**src/pec_regs.svh**
```systemverilog
// Purpose: Offsets, field positions, reset values and event codes of the
//          performance event counter bank.
// Assumes: 32-bit APB data, one register per aligned word.
// Notes:   Definitions only.
//
// Function
// - Event code 0x08 counts untagged retired native-set instructions; the code also counts lanes retired under the legacy set when run_legacy is set.
// - Event code 0x12 counts running processor clock cycles.
// - Every event counter has 32 counting bits and wraps beyond them.
// - Exactly four generic counters, each a configuration plus a count register.
// - Configuration registers 0 to 13 exist, matching mask 0x3fff.
// - Count registers 0 to 17 exist, matching mask 0x3ffff.
// - Only counters 4 to 7, mask 0xf0, may count running cycles.
// - Only counter 4, mask 0x10, may count untagged retired instructions.
// - Retired count includes predicated-off and nop, excludes stack engine operations.
// - Events are qualified by the instruction set now executing: native, legacy, both.
// - A 4-bit unit mask picks the event variant; don't-care bits are ignored.
`ifndef PEC_REGS_SVH
`define PEC_REGS_SVH

// ----------------------------------------------------------------------
// Event codes and counter bank shape
// ----------------------------------------------------------------------
`define PEC_EV_RETIRED 8'h08
`define PEC_EV_CYCLES 8'h12
`define PEC_CNT_W 32
`define PEC_NUM_CNT 4
`define PEC_FIRST_CNT 4
`define PEC_NUM_CFG 14
`define PEC_NUM_DAT 18
`define PEC_CFG_POP 32'h0000_3fff
`define PEC_DAT_POP 32'h0003_ffff
`define PEC_CYC_MASK 8'hf0
`define PEC_RET_MASK 8'h10

// ----------------------------------------------------------------------
// Address map (byte addresses)
// ----------------------------------------------------------------------
`define PEC_ADDR_W 12
`define PEC_REGION_CFG 4'h0
`define PEC_REGION_DAT 4'h1

// ----------------------------------------------------------------------
// Global control register (configuration index 0)
// ----------------------------------------------------------------------
`define PEC_CTL_IDX 6'h00
`define PEC_CTL_FREEZE_BIT 0
`define PEC_CTL_OVF_LSB 4
`define PEC_RST_WORD 32'h0000_0000

`endif

```
**src/pec_pkg.sv**
```systemverilog
// Purpose: Types shared by the event counter bank and its counters.
// Assumes: Nothing beyond SystemVerilog packed types.
// Notes:   Layout of a counter configuration word.
package pec_pkg;

	typedef struct packed {
		logic [12:0] spare;
		logic run_legacy;
		logic run_native;
		logic enable;
		logic [3:0] care;
		logic [3:0] umask;
		logic [7:0] code;
	} pec_cfg_s;

endpackage

```
**src/pec_cnt_if.sv**
```systemverilog
// Purpose: Connects the bank control logic to one event counter.
// Assumes: Same clock on both sides.
// Notes:   Event inputs are broadcast to all counters.
`timescale 1ns/10ps
interface pec_cnt_if #(
	parameter int CW = 32,
	parameter int RW = 3
);
	import pec_pkg::*;
	pec_cfg_s cfg;
	logic freeze;
	logic wr_en;
	logic [CW-1:0] wr_data;
	logic cyc;
	logic legacy;
	logic [RW-1:0] retired;
	logic gen_valid;
	logic [7:0] gen_code;
	logic [3:0] gen_umask;
	logic [CW-1:0] count;
	logic wrap;

	modport ctl (
		output cfg, freeze, wr_en, wr_data, cyc, legacy, retired,
		output gen_valid, gen_code, gen_umask,
		input count, wrap
	);
	modport cnt (
		input cfg, freeze, wr_en, wr_data, cyc, legacy, retired,
		input gen_valid, gen_code, gen_umask,
		output count, wrap
	);
endinterface

```
**src/pec_counter.sv**
```systemverilog
// Purpose: One generic event counter with its event selection.
// Assumes: Event inputs come from logic on pclk.
// Notes:   Capability bits gate which basic events this counter may take.
`timescale 1ns/10ps
`include "pec_regs.svh"
module pec_counter import pec_pkg::*; #(
	parameter int CW = 32,
	parameter int RW = 3,
	parameter bit CAN_CYC = 1'b0,
	parameter bit CAN_RET = 1'b0
) (
	input wire logic pclk,
	input wire logic presetn,
	pec_cnt_if.cnt bus
);

	typedef struct packed {
		logic [CW-1:0] count;
	} pec_cstate_s;

	pec_cstate_s st;
	pec_cstate_s next_st;
	logic [RW-1:0] occ;
	logic isa_ok;
	logic [CW:0] sum;

	always_comb begin
		next_st = st;
		occ = '0;
		case (bus.cfg.code)
			`PEC_EV_RETIRED: begin
				// Lane count already drops stack engine operations
				if (CAN_RET) begin
					occ = bus.retired;
				end
			end
			`PEC_EV_CYCLES: begin
				if (CAN_CYC) begin
					occ = RW'(bus.cyc);
				end
			end
			default: begin
				if (bus.gen_valid && bus.gen_code == bus.cfg.code &&
					((bus.gen_umask ^ bus.cfg.umask) & bus.cfg.care) == 4'h0) begin
					occ = RW'(1);
				end
			end
		endcase
		isa_ok = bus.legacy ? bus.cfg.run_legacy : bus.cfg.run_native;
		sum = {1'b0, st.count} + (CW+1)'(occ);
		bus.wrap = 1'b0;
		if (bus.cfg.enable && !bus.freeze && isa_ok) begin
			next_st.count = sum[CW-1:0];
			bus.wrap = sum[CW];
		end
		// A software write replaces the count, including this cycle's events,
		// so a wrap by those lost events must not raise the flag either
		if (bus.wr_en) begin
			next_st.count = bus.wr_data;
			bus.wrap = 1'b0;
		end
	end

	always_ff @(posedge pclk or negedge presetn) begin
		if (!presetn) begin
			st <= '0;
		end else begin
			st <= next_st;
		end
	end

	assign bus.count = st.count;

endmodule

```
**src/pec_bank.sv**
```systemverilog
// Purpose: Performance event counter bank behind an APB slave.
// Assumes: Event inputs come from core logic on pclk; no synchronisers.
// Notes:   Zero-wait APB; unmapped or unpopulated words answer pslverr.
//
// The APB slave port and the placing of the registers were decided locally.
`timescale 1ns/10ps
`include "pec_regs.svh"
module pec_bank import pec_pkg::*; #(
	parameter int RETIRE_LANES = 6,
	parameter int CNT_W = `PEC_CNT_W
) (
	input wire logic pclk,
	input wire logic presetn,
	input wire logic [`PEC_ADDR_W-1:0] paddr,
	input wire logic psel,
	input wire logic penable,
	input wire logic pwrite,
	input wire logic [31:0] pwdata,
	output logic [31:0] prdata,
	output logic pready,
	output logic pslverr,
	input wire logic core_running,
	input wire logic core_legacy_isa,
	input wire logic [RETIRE_LANES-1:0] retire_valid,
	input wire logic [RETIRE_LANES-1:0] retire_rse,
	input wire logic evt_valid,
	input wire logic [7:0] evt_code,
	input wire logic [3:0] evt_umask
);

	// ----------------------------------------------------------------------
	// Local shapes
	// ----------------------------------------------------------------------
	localparam int RW = $clog2(RETIRE_LANES + 1);
	localparam int NC = `PEC_NUM_CNT;
	localparam int FC = `PEC_FIRST_CNT;
	localparam logic [7:0] CYC_MASK = `PEC_CYC_MASK;
	localparam logic [7:0] RET_MASK = `PEC_RET_MASK;
	localparam logic [31:0] CFG_POP = `PEC_CFG_POP;
	localparam logic [31:0] DAT_POP = `PEC_DAT_POP;

	typedef struct packed {
		logic [`PEC_NUM_CFG-1:0][31:0] cfg;
		logic [`PEC_NUM_DAT-1:0][31:0] dat;
		logic [NC-1:0] ovf;
		logic [31:0] prdata;
		logic pready;
		logic pslverr;
	} pec_state_s;

	pec_state_s st;
	pec_state_s next_st;

	// ----------------------------------------------------------------------
	// Retired instruction lane count
	// ----------------------------------------------------------------------
	// Predicated-off lanes and nops arrive as valid lanes and are kept;
	// only stack engine lanes are dropped.
	function automatic logic [RW-1:0] pec_popcount(
		input logic [RETIRE_LANES-1:0] v,
		input logic [RETIRE_LANES-1:0] register_stack_engine
	);
		logic [RW-1:0] n;
		n = '0;
		for (int k = 0; k < RETIRE_LANES; k++) begin
			if (v[k] && !register_stack_engine[k]) begin
				n = n + RW'(1);
			end
		end
		return n;
	endfunction

	logic [RW-1:0] retired_now;

	assign retired_now = pec_popcount(retire_valid, retire_rse);

	// ----------------------------------------------------------------------
	// APB decode
	// ----------------------------------------------------------------------
	logic [3:0] region;
	logic [5:0] idx;
	logic setup;
	logic access;
	logic wr_access;
	logic is_cfg;
	logic is_dat;
	logic is_ctl;
	logic cnt_hit;
	logic [1:0] cnt_sel;
	logic mapped;

	assign region = paddr[11:8];
	assign idx = paddr[7:2];
	assign setup = psel && !penable;
	assign access = psel && penable && st.pready;
	assign wr_access = access && pwrite;

	always_comb begin
		is_cfg = 1'b0;
		is_dat = 1'b0;
		if (region == `PEC_REGION_CFG && idx < 6'(`PEC_NUM_CFG)) begin
			is_cfg = CFG_POP[idx[4:0]];
		end
		if (region == `PEC_REGION_DAT && idx < 6'(`PEC_NUM_DAT)) begin
			is_dat = DAT_POP[idx[4:0]];
		end
		is_ctl = is_cfg && idx == `PEC_CTL_IDX;
		cnt_hit = idx >= 6'(FC) && idx < 6'(FC + NC);
		cnt_sel = 2'(idx - 6'(FC));
		mapped = is_cfg || is_dat;
	end

	// ----------------------------------------------------------------------
	// Counter instances
	// ----------------------------------------------------------------------
	logic [NC-1:0][CNT_W-1:0] cnt_val;
	logic [NC-1:0] cnt_wrap;
	logic freeze;

	assign freeze = st.cfg[0][`PEC_CTL_FREEZE_BIT];

	pec_cnt_if #(.CW(CNT_W), .RW(RW)) cif[NC] ();

	for (genvar i = 0; i < NC; i++) begin : g_cnt
		// Counters sit at indices FC upward; their configuration words
		// live in the bank's own register array.
		assign cif[i].cfg = pec_cfg_s'(st.cfg[FC + i]);
		assign cif[i].freeze = freeze;
		assign cif[i].wr_en = wr_access && is_dat && cnt_hit && cnt_sel == 2'(i);
		assign cif[i].wr_data = CNT_W'(pwdata);
		assign cif[i].cyc = core_running;
		assign cif[i].legacy = core_legacy_isa;
		assign cif[i].retired = retired_now;
		assign cif[i].gen_valid = evt_valid;
		assign cif[i].gen_code = evt_code;
		assign cif[i].gen_umask = evt_umask;
		assign cnt_val[i] = cif[i].count;
		assign cnt_wrap[i] = cif[i].wrap;

		pec_counter #(
			.CW(CNT_W),
			.RW(RW),
			.CAN_CYC(CYC_MASK[FC + i]),
			.CAN_RET(RET_MASK[FC + i])
		) u_cnt (
			.pclk(pclk),
			.presetn(presetn),
			.bus(cif[i].cnt)
		);
	end

	// ----------------------------------------------------------------------
	// Read mux
	// ----------------------------------------------------------------------
	logic [31:0] rd_word;

	always_comb begin
		rd_word = 32'h0000_0000;
		if (is_ctl) begin
			rd_word[`PEC_CTL_FREEZE_BIT] = freeze;
			rd_word[`PEC_CTL_OVF_LSB +: NC] = st.ovf;
		end else if (is_cfg) begin
			rd_word = st.cfg[idx[3:0]];
		end else if (is_dat && cnt_hit) begin
			rd_word = 32'(cnt_val[cnt_sel]);
		end else if (is_dat) begin
			rd_word = st.dat[idx[4:0]];
		end
	end

	// ----------------------------------------------------------------------
	// Next state
	// ----------------------------------------------------------------------
	always_comb begin
		next_st = st;

		// Answer one cycle after setup so every access has no wait state
		next_st.pready = setup;
		if (setup) begin
			next_st.prdata = pwrite ? 32'h0000_0000 : rd_word;
			next_st.pslverr = !mapped;
		end else if (access) begin
			next_st.prdata = 32'h0000_0000;
			next_st.pslverr = 1'b0;
		end

		if (wr_access && is_ctl) begin
			next_st.cfg[0][`PEC_CTL_FREEZE_BIT] = pwdata[`PEC_CTL_FREEZE_BIT];
		end else if (wr_access && is_cfg) begin
			next_st.cfg[idx[3:0]] = pwdata;
		end

		// Counter words are held inside the counters, not here
		if (wr_access && is_dat && !cnt_hit) begin
			next_st.dat[idx[4:0]] = pwdata;
		end

		// Wrap flags are write-one-to-clear; a wrap in the same cycle wins
		if (wr_access && is_ctl) begin
			next_st.ovf = st.ovf & ~pwdata[`PEC_CTL_OVF_LSB +: NC];
		end
		next_st.ovf = next_st.ovf | cnt_wrap;
	end

	// ----------------------------------------------------------------------
	// State register
	// ----------------------------------------------------------------------
	always_ff @(posedge pclk or negedge presetn) begin
		if (!presetn) begin
			st <= '0;
		end else begin
			st <= next_st;
		end
	end

	assign prdata = st.prdata;
	assign pready = st.pready;
	assign pslverr = st.pslverr;

endmodule

```
**config.mk**
```make
export PLATFORM = sky130hd
export DESIGN_NAME = pec_bank
export DESIGN_NICKNAME = d
export VERILOG_FILES = /design/src/pec_pkg.sv /design/src/pec_cnt_if.sv /design/src/pec_counter.sv /design/src/pec_bank.sv
export VERILOG_INCLUDE_DIRS = /design/src
export SDC_FILE = /design/constraint.sdc
export NUM_CORES = 2
export LEC_CHECK = 0
export BUFFER_PORTS_ARGS = -buffer_cell sky130_fd_sc_hd__buf_2
export CAP_MARGIN = 10
export CORE_AREA = 2 2 408 410
export CTS_CLUSTER_DIAMETER = 80
export DETAILED_ROUTE_END_ITERATION = 12
export DIE_AREA = 0 0 410 412
export GPL_TIMING_DRIVEN = 0
export PLACE_DENSITY = 0.47
export SLEW_MARGIN = 0
export SYNTH_ARGS = -nofsm -noshare
export SYNTH_HDL_FRONTEND = slang
export SYNTH_HIERARCHICAL = 1
export SYNTH_SLANG_ARGS = --single-unit
```
**constraint.sdc**
```tcl
create_clock -name pclk -period 4.4 [get_ports pclk]
set_input_delay 0.88 -clock pclk [delete_from_list [all_inputs] [get_ports pclk]]
set_output_delay 0.88 -clock pclk [all_outputs]
set_load 0.02 [all_outputs]
```
==> impl_table.tex <==
\begin{tabular}{lr}
\hline
Metric & Value \\
\hline
\multicolumn{2}{l}{\textbf{Logic synthesis}} \\
Warnings from Yosys & 6 \\
Dominant register cell in the synthesized netlist & sky130\_fd\_sc\_hd\_\_dfrtp\_1 \\
Ranking of synthesized cells by area & sky130\_fd\_sc\_hd\_\_dfrtp\_1, sky130\_fd\_sc\_hd\_\_mux2\_2, sky130\_fd\_sc\_hd\_\_mux4\_2, sky130\_fd\_sc\_hd\_\_clkbuf\_1, sky130\_fd\_sc\_hd\_\_mux2i\_1 \\
Mean area per synthesized cell & $\sim$13 um2 \\
Fraction of post-synthesis cell area in the top cell type by area & 0.520 \\
Syn Inst Count & 4368 \\
Synthesized area & around 0.057 mm2 \\
Async S/R FF share, synth & 1.00 \\
Share of synthesized area occupied by flip-flops and latches & 0.520 \\
Biggest area consumer among synthesized cells & sky130\_fd\_sc\_hd\_\_dfrtp\_1 \\
Count of flip-flops with a built-in enable after synthesis & 0 \\
Synth Net Count & 4459 \\
Post-synthesis sequential element count & 1189 \\
Unique cell type count in the Yosys netlist & 77 \\
\multicolumn{2}{l}{\textbf{CTS}} \\
CTS buffer count & between 100 and 150 \\
Clock-pin slew reported for the worst setup and hold paths after clock tree synthesis & 0.06 ns \\
Htree depth & 4 \\
Root cell of the clock tree & sky130\_fd\_sc\_hd\_\_clkbuf\_16 \\
TritonCTS Sinks & 1189 \\
Worst-Skew Late Latency & 0.80 ns \\
CTS tree & yes \\
CTS Buffer Depth & 3 \\
\multicolumn{2}{l}{\textbf{Final layout}} \\
Layout net count & 4722 \\
Layout cell share with drive strength beyond 1 & 0.350 \\
Leading cell type in the layout, fill and taps excluded & sky130\_fd\_sc\_hd\_\_dfrtp\_1 \\
Area of combinational cells with multiple inputs & 0.0252 mm2 \\
Most frequent cells in the layout & sky130\_fd\_sc\_hd\_\_dfrtp\_1, sky130\_fd\_sc\_hd\_\_mux2\_2, sky130\_fd\_sc\_hd\_\_clkbuf\_1 \\
Fill cell instance count of the final layout & about 16000 \\
Flip-flop and latch area & approximately 0.030 mm2 \\
Layout overhead on the synthesized area & 15.1\% \\
\multicolumn{2}{l}{\textbf{STA}} \\
Final period demand of the worst path & about 4.3 ns \\
RSZ-0062 raised after global routing & yes \\
Max-slew headroom at the worst pin & 0.128 \\
Worst-margin pin slew & 1.31 ns \\
Max Clock Freq & 0.230 GHz \\
Setup\_tns & 0 ns \\
Final critical-path share of the clock period & 0.986 \\
\# setup viols final & 0 \\
Final hold violations & 0 \\
Max Transition Viols Final & 0 \\
Max Clock Skew & 0.0292 ns \\
\multicolumn{2}{l}{\textbf{Global routing}} \\
Global-route wire length before repair & 311000 um \\
Overall fraction of global-route tracks in use & 0.259 \\
Largest net degree at the start of global routing & 154 \\
Antenna violations before repair & 23 \\
Total gr overflow & 0 \\
Number of global-route vias before repair & 40100 \\
\multicolumn{2}{l}{\textbf{Floorplanning}} \\
Number of placement rows & 149 \\
Placeable core region & 0.164 mm2 \\
Starting density of the core & 0.348 \\
I/O pins & 110 \\
Die height & slightly above 400 um \\
Die W & $\sim$400 um \\
Die area & 0.169 mm2 \\
\multicolumn{2}{l}{\textbf{Pwr}} \\
Static leakage & about 0.03 uW \\
Total Power & 24500 uW \\
Power per standard cell area & $\sim$370 mW/mm2 \\
Worst IR drop on VDD & between 0.0004 and 0.0005 V \\
\multicolumn{2}{l}{\textbf{Place}} \\
Post-DP HPWL & approximately 160000 um \\
Placer's final routability congestion estimate & 0.925 \\
Port buffer count & 105 \\
\multicolumn{2}{l}{\textbf{Worst hold path}} \\
Start point of the worst min-delay path & penable \\
Min-Delay Path Class & in -> reg \\
\multicolumn{2}{l}{\textbf{Setup path}} \\
Critical Path Sink Type & register \\
CP max FO & 10 \\
CP Data Arrival Time & $\sim$5 ns \\
Launching element of the worst setup path & paddr[3] \\
CP Class & in -> reg \\
Startpoint class of the critical path & primary input \\
Required time at the endpoint of the critical path & 5.03 ns \\
FF-to-FF Start & cif[3].cfg[8] \\
\multicolumn{2}{l}{\textbf{Drt}} \\
Detailed router's first-iteration violation count & 4124 \\
Antenna Nets Post-Route & 0 \\
Overall via count from detail\_route & 40100 \\
Vias/cell & between 5 and 6 \\
Post-route DRC violation count & 0 \\
Detailed-router iteration count before antenna repair & 6 \\
Routed len/inst & 31.6 um \\
Total wire length & 219000 um \\
\multicolumn{2}{l}{\textbf{Flow run}} \\
Maximum capacitance violations & 0 \\
\multicolumn{2}{l}{\textbf{Outcome}} \\
Status & complete, no violations \\
\hline
\end{tabular}
## worst paths after layout
check | to | slack, ns | cells past startpoint
setup / recovery | g_cnt[0].u_cnt/bus.count[3] | 0.06 | 10
hold / removal | pready | 0.32 | 2
setup reg to reg | g_cnt[3].u_cnt/bus.count[20] | 0.11 | 12
hold reg to reg | st[242] | 0.45 | 1
max in group asynchronous | cif[3].cfg[25] | 0.78 | 6
min in group asynchronous | st[661] | 0.60 | 2
## state kept, by name, indices dropped and copies added, names as in the netlist
signal,cells
cif.cfg,128
cif.freeze,1
g_cnt.u_cnt/bus.count,128
prdata,32
pready,1
pslverr,1
st,898
## logic make-up (layout without fill, tap and decap cells)
| kind of cell | Yosys count | count (layout) | synth area share |
|---|---|---|---|
| other cells | 0 | 13 | 0 |
| simple gates | 764 | 764 | 0.0725 |
| mux | 1225 | 1225 | 0.281 |
| xor+xnor | 76 | 76 | 0.0116 |
| compound gates | 534 | 534 | 0.0669 |
| buf+inv | 565 | 935 | 0.0439 |
| flops | 1189 | 1189 | 0.520 |
| fa+ha+maj | 15 | 15 | 0.00341 |
## final cells by class
| type | count | share of cell area |
|---|---|---|
| Tap cell | 2189 | 0.0416 |
| Sequential cell | 1189 | 0.452 |
| Clock buffer | 209 | 0.0646 |
| Inverter | 36 | 0.00205 |
| Timing Repair Buffer | 122 | 0.0130 |
| Multi-Input combinational cell | 2614 | 0.382 |
| Antenna cell | 13 | 0.000494 |
| Buffer | 529 | 0.0362 |
| Clock inverter | 39 | 0.00764 |
## where the power goes
| part | internal [uW] | switching [uW] |
|---|---|---|
| Combinational | 316 | 1110 |
| Sequential | 10900 | 12.1 |
| Clock | 7260 | 4860 |
| Total | 18500 | 5990 |
## routing by layer
layer | part of all wire | wire length [um] | vias to the layer above | GRT usage
met5 | 0.00017 | 38 | - | 0
met4 | 0.043 | 9440 | 6 | 0.102
met3 | 0.060 | 13200 | 389 | 0.0406
met2 | 0.46 | 99800 | 1470 | 0.407
met1 | 0.44 | 96600 | 21400 | 0.361
li1 | - | - | 16800 | -
## metrics by stage
stage	cell area, um2	utilization	std cells	hold slack [ns]	worst slack [ns]
floorplan	57300	-	4368	0.424	-0.0941
global placement	60600	0.369	6662	0.435	-25.36
detailed placement	60900	0.371	6676	0.443	-1.65
CTS	65700	0.400	6927	0.259	0.0505
global route	65800	0.400	6927	0.311	-0.0136
finish	65800	0.401	6940	0.319	0.0606
## worst max-delay path, cell delays in order
cell,delay (ns)
sky130_fd_sc_hd__buf_2,0.19
sky130_fd_sc_hd__buf_4,0.25
sky130_fd_sc_hd__buf_2,0.19
sky130_fd_sc_hd__buf_4,0.29
sky130_fd_sc_hd__buf_1,0.61
sky130_fd_sc_hd__nor3_4,0.67
sky130_fd_sc_hd__buf_1,0.55
sky130_fd_sc_hd__buf_2,0.43
sky130_fd_sc_hd__clkbuf_1,0.63
sky130_fd_sc_hd__o21ai_0,0.21
## timing repair
action / in CTS / in global routing
pin swaps: 1 / 1
setup endpoints to repair: 33 / 18
endpoints found under the hold margin: 10 / 0
cloned: 0 / 0
setup buffers: 2 / 0
hold buffers: 1 / 0
resized for setup: 5 / 9
## synthesized netlist by cell type, types with 14 or more instances
cell	instances
sky130_fd_sc_hd__a21oi_1	21
sky130_fd_sc_hd__a221o_1	31
sky130_fd_sc_hd__a221oi_1	57
sky130_fd_sc_hd__a22oi_1	29
sky130_fd_sc_hd__a31oi_1	77
sky130_fd_sc_hd__and3_1	33
sky130_fd_sc_hd__buf_1	20
sky130_fd_sc_hd__buf_2	108
sky130_fd_sc_hd__buf_4	56
sky130_fd_sc_hd__clkbuf_1	339
sky130_fd_sc_hd__dfrtp_1	1189
sky130_fd_sc_hd__ha_1	14
sky130_fd_sc_hd__inv_1	29
sky130_fd_sc_hd__mux2_1	40
sky130_fd_sc_hd__mux2_2	861
sky130_fd_sc_hd__mux2i_1	107
sky130_fd_sc_hd__mux4_2	214
sky130_fd_sc_hd__nand2_1	191
sky130_fd_sc_hd__nand2b_1	18
sky130_fd_sc_hd__nand3_1	105
sky130_fd_sc_hd__nand4_1	64
sky130_fd_sc_hd__nor2_1	107
sky130_fd_sc_hd__nor2b_1	26
sky130_fd_sc_hd__nor3_1	45
sky130_fd_sc_hd__nor3b_1	16
sky130_fd_sc_hd__nor4_1	29
sky130_fd_sc_hd__o211ai_1	18
sky130_fd_sc_hd__o21a_1	14
sky130_fd_sc_hd__o21ai_0	103
sky130_fd_sc_hd__o22ai_1	26
sky130_fd_sc_hd__o31ai_1	64
sky130_fd_sc_hd__or4_1	50
sky130_fd_sc_hd__xnor2_1	37
sky130_fd_sc_hd__xor2_1	39
Power figures use the tool's default switching activity.
